$ cat src/rtl/sfrd_pkg.sv
// Notes on behaviour
// - Save bit stores first fault ID on shutdown.
// - Retry wait field scales 588 ms per step.
// - Reload bit one requests nonvolatile configuration reload.
// - Debounce bit picks 2.56 us or 660 us.
// - I/O mask bit ignores 3.3 V overvoltage.
// - Core mask bit ignores core rail overvoltage.
// - Bits 7:6 set line-good rising debounce.
// - Bits 5:4 set line-good falling debounce.
// - Bits 3:2 set output-good rising debounce.
// - Bits 1:0 set output-good falling debounce.
// - Four-bit first fault ID recorded at shutdown.
package sfrd_pkg;
	// Register addresses on the management bus.
	localparam logic [15:0] ADDR_IO_RESP = 16'hFE03;
	localparam logic [15:0] ADDR_CORE_RESP = 16'hFE04;
	localparam logic [15:0] ADDR_DEB_CFG = 16'hFE05;
	// Response register fields.
	localparam int BIT_SAVE = 6;
	localparam int RETRY_MSB = 5;
	localparam int RETRY_LSB = 3;
	localparam int BIT_RELOAD = 2;
	localparam int BIT_DEB_SEL = 1;
	localparam int BIT_MASK = 0;
	// Status pin debounce fields, low bit of each two-bit code.
	localparam int LG_RISE_LSB = 6;
	localparam int LG_FALL_LSB = 4;
	localparam int OG_RISE_LSB = 2;
	localparam int OG_FALL_LSB = 0;
	// Reset values of the response and debounce registers, and storable bits of the response registers.
	localparam logic [7:0] RESP_RST = 8'h00;
	localparam logic [7:0] DEB_RST = 8'h00;
	localparam logic [7:0] RESP_STORE_MASK = 8'h7B;
	// Fault identifiers recorded at shutdown.
	localparam logic [3:0] ID_NONE = 4'h0;
	localparam logic [3:0] ID_IO_OV = 4'h9;
	localparam logic [3:0] ID_CORE_OV = 4'hA;
	// Timing, as printed, and derived cycle counts at 250 MHz.
	localparam int CNT_W = 32;
	localparam real CLK_NS = 4.0;
	localparam real DEB_FAST_US = 2.56;
	localparam int DEB_SLOW_US = 660;
	localparam int RETRY_STEP_MS = 588;
	localparam int PIN_DEB_A_MS = 200;
	localparam int PIN_DEB_B_MS = 320;
	localparam int PIN_DEB_C_MS = 600;
	localparam int NS_PER_US = 1000;
	localparam int NS_PER_MS = 1000000;
	localparam int DEB_FAST_CYC = int'(DEB_FAST_US * NS_PER_US / CLK_NS);
	localparam int DEB_SLOW_CYC = int'(DEB_SLOW_US * NS_PER_US / CLK_NS);
	localparam int RETRY_STEP_CYC = int'(RETRY_STEP_MS * NS_PER_MS / CLK_NS);
	localparam int PIN_DEB_A_CYC = int'(PIN_DEB_A_MS * NS_PER_MS / CLK_NS);
	localparam int PIN_DEB_B_CYC = int'(PIN_DEB_B_MS * NS_PER_MS / CLK_NS);
	localparam int PIN_DEB_C_CYC = int'(PIN_DEB_C_MS * NS_PER_MS / CLK_NS);
	// Shutdown sequencer states.
	typedef enum logic [0:0] {
		ST_RUN = 1'b0,
		ST_RETRY = 1'b1
	} sfrd_state_e;
endpackage

$ cat src/rtl/sfrd_debounce.sv
`timescale 1ns/1ps
// Level filter with separate rising and falling hold times.
module sfrd_debounce #(
	parameter int W = 32
) (
	// Clock and reset.
	input wire logic clk,
	input wire logic rst_n,
	// Filter input and selected hold times in cycles.
	input wire logic level_in,
	input wire logic [W-1:0] rise_cyc,
	input wire logic [W-1:0] fall_cyc,
	// Filtered level.
	output logic level_out
);
	logic level_r;
	logic [W-1:0] cnt_r;
	logic [W-1:0] cnt_nxt;
	logic [W-1:0] target;
	logic [W-1:0] cnt_inc;
	logic differ;
	logic flip;

	// The count runs only while input and output disagree; a zero target flips at once.
	assign differ = level_in != level_r;
	assign target = level_in ? rise_cyc : fall_cyc;
	assign cnt_inc = cnt_r + {{(W-1){1'b0}}, 1'b1};
	assign flip = differ && (cnt_inc >= target);
	assign cnt_nxt = (differ && !flip) ? cnt_inc : {W{1'b0}};
	assign level_out = level_r;

	// Output level and hold counter.
	always_ff @(posedge clk or negedge rst_n) begin
		if (!rst_n) begin
			level_r <= 1'b0;
			cnt_r <= {W{1'b0}};
		end else begin
			level_r <= flip ? level_in : level_r;
			cnt_r <= cnt_nxt;
		end
	end
endmodule

$ cat src/rtl/sfrd_top.sv
`timescale 1ns/1ps
// Supply overvoltage response and status pin debounce register bank.
module sfrd_top #(
	parameter int DEB_SLOW_CYC = sfrd_pkg::DEB_SLOW_CYC,
	parameter int RETRY_STEP_CYC = sfrd_pkg::RETRY_STEP_CYC,
	parameter int PIN_DEB_A_CYC = sfrd_pkg::PIN_DEB_A_CYC,
	parameter int PIN_DEB_B_CYC = sfrd_pkg::PIN_DEB_B_CYC,
	parameter int PIN_DEB_C_CYC = sfrd_pkg::PIN_DEB_C_CYC
) (
	// Clock and reset.
	input wire logic clk,
	input wire logic rst_n,
	// Decoded management bus register access.
	input wire logic [15:0] reg_addr,
	input wire logic reg_wr,
	input wire logic [7:0] reg_wdata,
	input wire logic reg_rd,
	output logic [7:0] reg_rdata,
	// Raw overvoltage comparator levels from the supply monitors.
	input wire logic io_ov_pin,
	input wire logic core_ov_pin,
	// Internal status conditions and their debounced pins.
	input wire logic line_good_cond,
	input wire logic output_good_cond,
	output logic line_good_pin,
	output logic output_good_pin,
	// Fault response.
	output logic io_ov_fault,
	output logic core_ov_fault,
	output logic shutdown,
	output logic power_off,
	output logic soft_start_req,
	output logic [3:0] first_fault_id,
	// Nonvolatile memory requests.
	output logic nvm_save_req,
	output logic [3:0] nvm_save_id,
	output logic nvm_reload_req
);
	localparam int W = sfrd_pkg::CNT_W;

	// Maps a two-bit pin debounce code onto a hold time in cycles.
	function automatic logic [W-1:0] pin_deb(input logic [1:0] code);
		case (code)
			2'h1: pin_deb = W'(PIN_DEB_A_CYC);
			2'h2: pin_deb = W'(PIN_DEB_B_CYC);
			2'h3: pin_deb = W'(PIN_DEB_C_CYC);
			default: pin_deb = {W{1'b0}};
		endcase
	endfunction

	logic [7:0] io_resp_r;
	logic [7:0] core_resp_r;
	logic [7:0] deb_cfg_r;
	logic [7:0] reg_rdata_r;
	logic [1:0] sync1_r;
	logic [1:0] sync2_r;
	logic io_filt;
	logic core_filt;
	logic io_act_r;
	logic core_act_r;
	logic nvm_reload_req_r;
	logic shutdown_r;
	logic soft_start_r;
	logic nvm_save_req_r;
	logic [3:0] first_id_r;
	logic [W-1:0] retry_cnt_r;
	logic [W-1:0] retry_tgt_r;
	sfrd_pkg::sfrd_state_e st_r;
	sfrd_pkg::sfrd_state_e st_nxt;
	logic shut_evt;
	logic start_evt;

	// Address decode and write strobes.
	wire hit_io = reg_addr == sfrd_pkg::ADDR_IO_RESP;
	wire hit_core = reg_addr == sfrd_pkg::ADDR_CORE_RESP;
	wire hit_deb = reg_addr == sfrd_pkg::ADDR_DEB_CFG;
	wire wr_io = reg_wr && hit_io;
	wire wr_core = reg_wr && hit_core;
	wire wr_deb = reg_wr && hit_deb;
	wire reload_hit = (wr_io || wr_core) && reg_wdata[sfrd_pkg::BIT_RELOAD];
	wire [7:0] rd_mux = hit_io ? io_resp_r : hit_core ? core_resp_r : hit_deb ? deb_cfg_r : 8'h00;

	// Configuration registers; reload and reserved bits are never stored.
	always_ff @(posedge clk or negedge rst_n) begin
		if (!rst_n) begin
			io_resp_r <= sfrd_pkg::RESP_RST;
			core_resp_r <= sfrd_pkg::RESP_RST;
			deb_cfg_r <= sfrd_pkg::DEB_RST;
			reg_rdata_r <= 8'h00;
			nvm_reload_req_r <= 1'b0;
		end else begin
			io_resp_r <= wr_io ? (reg_wdata & sfrd_pkg::RESP_STORE_MASK) : io_resp_r;
			core_resp_r <= wr_core ? (reg_wdata & sfrd_pkg::RESP_STORE_MASK) : core_resp_r;
			deb_cfg_r <= wr_deb ? reg_wdata : deb_cfg_r;
			reg_rdata_r <= reg_rd ? rd_mux : reg_rdata_r;
			nvm_reload_req_r <= reload_hit;
		end
	end

	// Two-stage synchronisers for the asynchronous comparator levels.
	always_ff @(posedge clk or negedge rst_n) begin
		if (!rst_n) begin
			sync1_r <= 2'h0;
			sync2_r <= 2'h0;
		end else begin
			sync1_r <= {core_ov_pin, io_ov_pin};
			sync2_r <= sync1_r;
		end
	end

	// Overvoltage detection filters; a set debounce bit picks the fast time.
	wire [W-1:0] io_ov_cyc = io_resp_r[sfrd_pkg::BIT_DEB_SEL] ?
		W'(sfrd_pkg::DEB_FAST_CYC) : W'(DEB_SLOW_CYC);
	wire [W-1:0] core_ov_cyc = core_resp_r[sfrd_pkg::BIT_DEB_SEL] ?
		W'(sfrd_pkg::DEB_FAST_CYC) : W'(DEB_SLOW_CYC);

	sfrd_debounce #(.W(W)) u_io_filt (
		.clk(clk),
		.rst_n(rst_n),
		.level_in(sync2_r[0]),
		.rise_cyc(io_ov_cyc),
		.fall_cyc({W{1'b0}}),
		.level_out(io_filt)
	);
	sfrd_debounce #(.W(W)) u_core_filt (
		.clk(clk),
		.rst_n(rst_n),
		.level_in(sync2_r[1]),
		.rise_cyc(core_ov_cyc),
		.fall_cyc({W{1'b0}}),
		.level_out(core_filt)
	);

	// Status pin filters with per-edge hold times from the debounce register.
	sfrd_debounce #(.W(W)) u_line_good (
		.clk(clk),
		.rst_n(rst_n),
		.level_in(line_good_cond),
		.rise_cyc(pin_deb(deb_cfg_r[sfrd_pkg::LG_RISE_LSB +: 2])),
		.fall_cyc(pin_deb(deb_cfg_r[sfrd_pkg::LG_FALL_LSB +: 2])),
		.level_out(line_good_pin)
	);
	sfrd_debounce #(.W(W)) u_output_good (
		.clk(clk),
		.rst_n(rst_n),
		.level_in(output_good_cond),
		.rise_cyc(pin_deb(deb_cfg_r[sfrd_pkg::OG_RISE_LSB +: 2])),
		.fall_cyc(pin_deb(deb_cfg_r[sfrd_pkg::OG_FALL_LSB +: 2])),
		.level_out(output_good_pin)
	);

	// Faults that are acted on, and the shutdown and restart decisions.
	wire io_act_nxt = io_filt && !io_resp_r[sfrd_pkg::BIT_MASK];
	wire core_act_nxt = core_filt && !core_resp_r[sfrd_pkg::BIT_MASK];
	wire save_any = io_resp_r[sfrd_pkg::BIT_SAVE] || core_resp_r[sfrd_pkg::BIT_SAVE];
	wire [2:0] cause_retry = io_act_r ? io_resp_r[sfrd_pkg::RETRY_MSB:sfrd_pkg::RETRY_LSB] :
		core_resp_r[sfrd_pkg::RETRY_MSB:sfrd_pkg::RETRY_LSB];
	wire [W-1:0] retry_tgt_nxt = W'(cause_retry * RETRY_STEP_CYC);
	wire [3:0] cause_id = io_act_r ? sfrd_pkg::ID_IO_OV : sfrd_pkg::ID_CORE_OV;

	// Next state of the shutdown sequencer.
	always_comb begin
		st_nxt = st_r;
		shut_evt = 1'b0;
		start_evt = 1'b0;
		case (st_r)
			sfrd_pkg::ST_RUN: begin
				if (io_act_r || core_act_r) begin
					st_nxt = sfrd_pkg::ST_RETRY;
					shut_evt = 1'b1;
				end
			end
			sfrd_pkg::ST_RETRY: begin
				if (retry_cnt_r >= retry_tgt_r) begin
					st_nxt = sfrd_pkg::ST_RUN;
					start_evt = 1'b1;
				end
			end
			default: begin
				st_nxt = sfrd_pkg::ST_RUN;
			end
		endcase
	end

	// Sequencer, retry timer and first fault record.
	always_ff @(posedge clk or negedge rst_n) begin
		if (!rst_n) begin
			st_r <= sfrd_pkg::ST_RUN;
			io_act_r <= 1'b0;
			core_act_r <= 1'b0;
			shutdown_r <= 1'b0;
			soft_start_r <= 1'b0;
			nvm_save_req_r <= 1'b0;
			first_id_r <= sfrd_pkg::ID_NONE;
			retry_cnt_r <= {W{1'b0}};
			retry_tgt_r <= {W{1'b0}};
		end else begin
			st_r <= st_nxt;
			io_act_r <= io_act_nxt;
			core_act_r <= core_act_nxt;
			shutdown_r <= shut_evt;
			soft_start_r <= start_evt;
			nvm_save_req_r <= shut_evt && save_any;
			first_id_r <= shut_evt ? cause_id : first_id_r;
			retry_cnt_r <= (st_r == sfrd_pkg::ST_RETRY && !start_evt) ? retry_cnt_r + 1'b1 : {W{1'b0}};
			retry_tgt_r <= shut_evt ? retry_tgt_nxt : retry_tgt_r;
		end
	end

	// Output drive.
	assign reg_rdata = reg_rdata_r;
	assign io_ov_fault = io_act_r;
	assign core_ov_fault = core_act_r;
	assign shutdown = shutdown_r;
	assign power_off = st_r == sfrd_pkg::ST_RETRY;
	assign soft_start_req = soft_start_r;
	assign first_fault_id = first_id_r;
	assign nvm_save_req = nvm_save_req_r;
	assign nvm_save_id = first_id_r;
	assign nvm_reload_req = nvm_reload_req_r;
endmodule

$ cat config.mk
export PLATFORM = sky130hd
export DESIGN_NAME = sfrd_top
export DESIGN_NICKNAME = d
export VERILOG_FILES = /design/src/rtl/sfrd_pkg.sv /design/src/rtl/sfrd_debounce.sv /design/src/rtl/sfrd_top.sv
export SDC_FILE = /design/constraint.sdc
export NUM_CORES = 1
export LEC_CHECK = 0
export BUFFER_PORTS_ARGS = -buffer_cell sky130_fd_sc_hd__buf_2
export CORE_ASPECT_RATIO = 0.8
export CORE_MARGIN = 3
export CORE_UTILIZATION = 30
export CTS_CLUSTER_SIZE = 14
export DETAILED_ROUTE_END_ITERATION = 10
export PLACE_DENSITY = 0.42
export RECOVER_POWER = 50
export SYNTH_ARGS = -nofsm -noshare
export SYNTH_HDL_FRONTEND = slang
export SYNTH_SLANG_ARGS = --single-unit
$ cat constraint.sdc
create_clock -name clk -period 8 [get_ports clk]
set_clock_uncertainty 0.2 [all_clocks]
set_input_delay 0.4 -clock clk [delete_from_list [all_inputs] [get_ports clk]]
set_output_delay 0.4 -clock clk [all_outputs]
set_load 0.1 [all_outputs]
==> run_summary.xml <==
<?xml version="1.0" encoding="UTF-8"?>
<metrics>
  <group name="logic_synthesis">
    <metric name="synth-warning-count" unit="">0</metric>
    <metric name="synth_cell_types" unit="">77</metric>
    <metric name="number_of_enable_type_register_cells_in_the_synthesized_netlist" unit="">0</metric>
    <metric name="syn_avg_cell_area" unit="sq um">9.86</metric>
    <metric name="synth_ff_type" unit="">sky130_fd_sc_hd__dfrtp_1</metric>
    <metric name="synth_cells" unit="">1283</metric>
    <metric name="yosysSeqAreaShare" unit="">0.431</metric>
    <metric name="syn-cell-area" unit="sq mm">0.0126</metric>
    <metric name="ys_seq_elements" unit="">218</metric>
    <metric name="ys_async_sr_fraction" unit="">1.00</metric>
  </group>
  <group name="setup_path">
    <metric name="worst-r2r-setup-slack" unit="ps">2880</metric>
    <metric name="worstPathArrival" unit="ps">5390</metric>
    <metric name="worstSetupStartpoint" unit="">u_line_good.cnt_r[2]$_DFF_PN0_</metric>
    <metric name="path_max_fanout" unit="">26</metric>
    <metric name="cp-end-kind" unit="">flip-flop</metric>
    <metric name="crit-reg2reg-capture" unit="">u_line_good.cnt_r[18]$_DFF_PN0_</metric>
    <metric name="worstSetupPathType" unit="">flip-flop to flip-flop</metric>
    <metric name="setup.worst_path.start_class" unit="">flip-flop</metric>
    <metric name="crit_end" unit="">u_line_good.cnt_r[18]$_DFF_PN0_</metric>
    <metric name="r2r_start" unit="">u_line_good.cnt_r[2]$_DFF_PN0_</metric>
    <metric name="worst-r2r-cell-count" unit="">14</metric>
    <metric name="critical_path_required" unit="ps">8270</metric>
  </group>
  <group name="timing">
    <metric name="fin_tns_setup" unit="ps">0</metric>
    <metric name="setup_viol" unit="">0</metric>
    <metric name="max_freq" unit="GHz">0.195</metric>
    <metric name="rsz0062_at_grt" unit="">false</metric>
    <metric name="worst_pin_slew" unit="ps">2570</metric>
    <metric name="final_max_slew_viol_count" unit="">70</metric>
    <metric name="layout_min_cycle_time" unit="ps">5120</metric>
    <metric name="post-route-worst-setup-slack" unit="ps">2880</metric>
    <metric name="hold_viol_final" unit="">0</metric>
    <metric name="post-route-period-util" unit="">0.640</metric>
    <metric name="worst_slew_margin_rel" unit="">-0.716</metric>
  </group>
  <group name="clock_network">
    <metric name="tritoncts.num_buffers" unit="">27</metric>
    <metric name="clk_transition_reported_paths" unit="ps">60</metric>
    <metric name="cts-htree-levels" unit="">1</metric>
    <metric name="ctsRootBufferMaster" unit="">sky130_fd_sc_hd__clkbuf_16</metric>
    <metric name="ctsResizeCount" unit="">0</metric>
    <metric name="buffers_from_clock_root_to_sink_at_most" unit="">3</metric>
    <metric name="tritoncts" unit="">built</metric>
    <metric name="clock-sinks" unit="">218</metric>
    <metric name="clock_latency" unit="ps">550</metric>
  </group>
  <group name="drt">
    <metric name="remaining_drc_errors" unit="">0</metric>
    <metric name="drtPass1Iterations" unit="">5</metric>
    <metric name="vias" unit="">9177</metric>
    <metric name="finalWirelength" unit="mm">29.8</metric>
    <metric name="antenna_violating_nets_post_route" unit="">0</metric>
    <metric name="drt-initial-drc-count" unit="">549</metric>
    <metric name="wire_per_inst" unit="um">15.3</metric>
    <metric name="viasPerCell" unit="">4.70</metric>
  </group>
  <group name="layout">
    <metric name="layout.nets" unit="">1519</metric>
    <metric name="area_growth_syn_to_layout" unit="%">15.8</metric>
    <metric name="seqCellArea" unit="sq mm">0.00546</metric>
    <metric name="num-fill-cells" unit="">4177</metric>
    <metric name="fin_cells" unit="">1951</metric>
    <metric name="drive_gt1_frac" unit="">0.0882</metric>
    <metric name="multi_input_gate_area_in_the_final_layout" unit="sq mm">0.00692</metric>
  </group>
  <group name="global_routing">
    <metric name="grt_overflow" unit="">0</metric>
    <metric name="grt_antenna_before_repair" unit="">0</metric>
    <metric name="grt_usage" unit="">0.137</metric>
    <metric name="global_route_wire_length_before_repair" unit="mm">50.3</metric>
    <metric name="via_count_of_the_first_global_routing_pass" unit="">9310</metric>
    <metric name="grt_max_degree" unit="">108</metric>
  </group>
  <group name="die">
    <metric name="std_cell_rows" unit="">66</metric>
    <metric name="floorplan.initialDensity" unit="">0.307</metric>
    <metric name="die_y" unit="um">190</metric>
    <metric name="die-area" unit="sq mm">0.0447</metric>
    <metric name="io-pin-count" unit="">57</metric>
    <metric name="die_x" unit="um">236</metric>
    <metric name="core" unit="sq mm">0.0411</metric>
  </group>
  <group name="min_path">
    <metric name="worst_hold_check_path_type" unit="">primary input to flip-flop</metric>
  </group>
  <group name="placement">
    <metric name="placed_cells" unit="">1889</metric>
    <metric name="finalWeightedCongestion" unit="">0.795</metric>
    <metric name="portBuffers" unit="">54</metric>
    <metric name="placement.setup.worst_slack" unit="ps">2910</metric>
    <metric name="dpl.hpwl" unit="mm">21.7</metric>
  </group>
  <group name="power">
    <metric name="total_power_after_layout" unit="uW">2740</metric>
    <metric name="worst_ir_drop_vdd" unit="mV">0.142</metric>
    <metric name="power-per-cell-area" unit="mW/mm^2">187</metric>
    <metric name="static-leakage-power" unit="uW">0.00652</metric>
  </group>
  <group name="run">
    <metric name="cap_viol_max_count" unit="">2</metric>
  </group>
  <group name="run_status">
    <metric name="failed_checks" unit="">capacitance limit, slew limit</metric>
    <metric name="run_status" unit="">complete, but fails checks</metric>
  </group>
</metrics>
[state kept, by name, indices dropped and copies added (netlist names), 2 cells and up]
register	flops
first_fault_id	3
reg_rdata	8
u_line_good.cnt_r	32
retry_tgt_r	12
u_output_good.cnt_r	32
sync1_r	2
u_io_filt.cnt_r	32
io_resp_r	6
core_resp_r	6
u_core_filt.cnt_r	32
deb_cfg_r	8
sync2_r	2
retry_cnt_r	32
[cells by family after synthesis]
family | share of synthesized area
simple gates | 0.227
flops | 0.431
compound gates | 0.0751
xor+xnor | 0.0907
fa+ha+maj | 0.101
buf+inv | 0.0326
mux | 0.0424
other cells | 0.000297
[final cells by class]
class	instances	share of cell area
Multi-Input combinational cell	1002	0.473
Inverter	66	0.0169
Clock buffer	33	0.0504
Antenna cell	1	0.000171
Timing Repair Buffer	71	0.0277
Clock inverter	16	0.0129
Sequential cell	218	0.373
Tap cell	544	0.0465
[cells in the mapped netlist, drive strengths merged, types with 3 or more instances]
cell type / count / share of area
a2111oi: 4 / 0.0028
a211o: 6 / 0.0042
a211oi: 5 / 0.0030
a21o: 10 / 0.0059
a21oi: 27 / 0.011
a221oi: 3 / 0.0021
a222oi: 6 / 0.0047
a31oi: 4 / 0.0020
and2: 12 / 0.0059
and2b: 4 / 0.0024
and3: 31 / 0.015
and4: 15 / 0.010
buf: 12 / 0.0061
clkbuf: 23 / 0.0068
dfrtp: 218 / 0.43
ha: 100 / 0.099
inv: 65 / 0.019
mux2: 28 / 0.025
mux2i: 22 / 0.017
nand2: 87 / 0.026
nand2b: 9 / 0.0050
nand3: 69 / 0.027
nand4: 50 / 0.025
nand4b: 3 / 0.0033
nor2: 134 / 0.040
nor2b: 49 / 0.024
nor3: 27 / 0.011
nor3b: 8 / 0.0047
nor4: 21 / 0.011
nor4b: 3 / 0.0021
o211ai: 6 / 0.0036
o21a: 4 / 0.0024
o21ai: 29 / 0.011
o221ai: 3 / 0.0021
o31a: 4 / 0.0028
or2: 5 / 0.0025
or3: 5 / 0.0025
or4: 7 / 0.0045
xnor2: 70 / 0.048
xor2: 61 / 0.042
[layout by cell type (no fill, tap or decap), types with 8 or more instances in the layout]
cell                            Yosys  final
sky130_fd_sc_hd__a21o_1            10     10
sky130_fd_sc_hd__a21oi_1           27     27
sky130_fd_sc_hd__and2_1             9      9
sky130_fd_sc_hd__and3_1            31     31
sky130_fd_sc_hd__and4_1            15     15
sky130_fd_sc_hd__buf_2              5     30
sky130_fd_sc_hd__clkbuf_1          23     26
sky130_fd_sc_hd__clkbuf_16          0     27
sky130_fd_sc_hd__clkinv_2           0      9
sky130_fd_sc_hd__conb_1             1     39
sky130_fd_sc_hd__dfrtp_1          218    218
sky130_fd_sc_hd__dlygate4sd3_1      0     12
sky130_fd_sc_hd__ha_1             100    100
sky130_fd_sc_hd__inv_1             65     65
sky130_fd_sc_hd__mux2_2            27     27
sky130_fd_sc_hd__mux2i_1           22     22
sky130_fd_sc_hd__nand2_1           87     87
sky130_fd_sc_hd__nand2b_1           8      8
sky130_fd_sc_hd__nand3_1           69     69
sky130_fd_sc_hd__nand4_1           49     49
sky130_fd_sc_hd__nor2_1           133    133
sky130_fd_sc_hd__nor2b_1           49     49
sky130_fd_sc_hd__nor3_1            27     27
sky130_fd_sc_hd__nor3b_1            8      8
sky130_fd_sc_hd__nor4_1            20     20
sky130_fd_sc_hd__o21ai_0           28     29
sky130_fd_sc_hd__xnor2_1           70     70
sky130_fd_sc_hd__xor2_1            61     61
[stage by stage]
stage           util  hold slack, ps  instance area [sq um]
2_1_floorplan      -           -95.6                  12800
3_3_place_gp   0.331             133                  13600
3_5_place_dp   0.331             147                  13600
4_1_cts        0.357            19.2                  14700
5_1_grt        0.356            31.0                  14600
6_report       0.356            41.2                  14600
[routing by layer]
| layer | GRT usage | part of all wire | vias up |
|---|---|---|---|
| met4 | 0.0360 | 0.026 | 0 |
| met1 | 0.206 | 0.53 | 4333 |
| met5 | 0 | 0 | - |
| met2 | 0.204 | 0.42 | 89 |
| met3 | 0.0196 | 0.029 | 43 |
| li1 | - | - | 4712 |
[power breakdown]
part	leakage [uW]	internal (uW)	switching, uW
Sequential	0.00292	1140	24.6
Clock	0.000460	782	497
Combinational	0.00314	66.5	229
[timing repair]
| item | in CTS | in global routing |
|---|---|---|
| hold endpoints to repair | 128 | 0 |
| setup buffers | 0 | 0 |
| hold buffers | 12 | 0 |
[worst min-delay path by stage]
stage | from | end | slack (ps) | cells after the start
finish | reg_rd | reg_rdata[5]$_DFFE_PN0P_ | 40 | 2
global route | reg_rd | reg_rdata[5]$_DFFE_PN0P_ | 30 | 2
CTS | reg_rd | reg_rdata[5]$_DFFE_PN0P_ | 20 | 2
detailed placement | sync1_r[0]$_DFF_PN0_ | sync2_r[0]$_DFF_PN0_ | 150 | 0
global placement | sync1_r[1]$_DFF_PN0_ | sync2_r[1]$_DFF_PN0_ | 130 | 0
floorplan | rst_n | core_ov_fault$_DFF_PN0_ | -100 | 0
[worst max-delay path, cell delays in order (launching register included)]
cell and delay [ps]:
sky130_fd_sc_hd__dfrtp_1 440, sky130_fd_sc_hd__nand3_1 240, sky130_fd_sc_hd__nor3_1 780, sky130_fd_sc_hd__nor3b_1 600, sky130_fd_sc_hd__nor2b_1 360, sky130_fd_sc_hd__xor2_1 240, sky130_fd_sc_hd__ha_1 280, sky130_fd_sc_hd__a21o_1 160
sky130_fd_sc_hd__a21oi_1 140, sky130_fd_sc_hd__o221ai_1 130, sky130_fd_sc_hd__a221oi_1 280, sky130_fd_sc_hd__o41ai_1 140, sky130_fd_sc_hd__or4_1 540, sky130_fd_sc_hd__nand2b_4 320, sky130_fd_sc_hd__nor2b_1 180
Note: power is estimated with default switching activity, not from simulation.
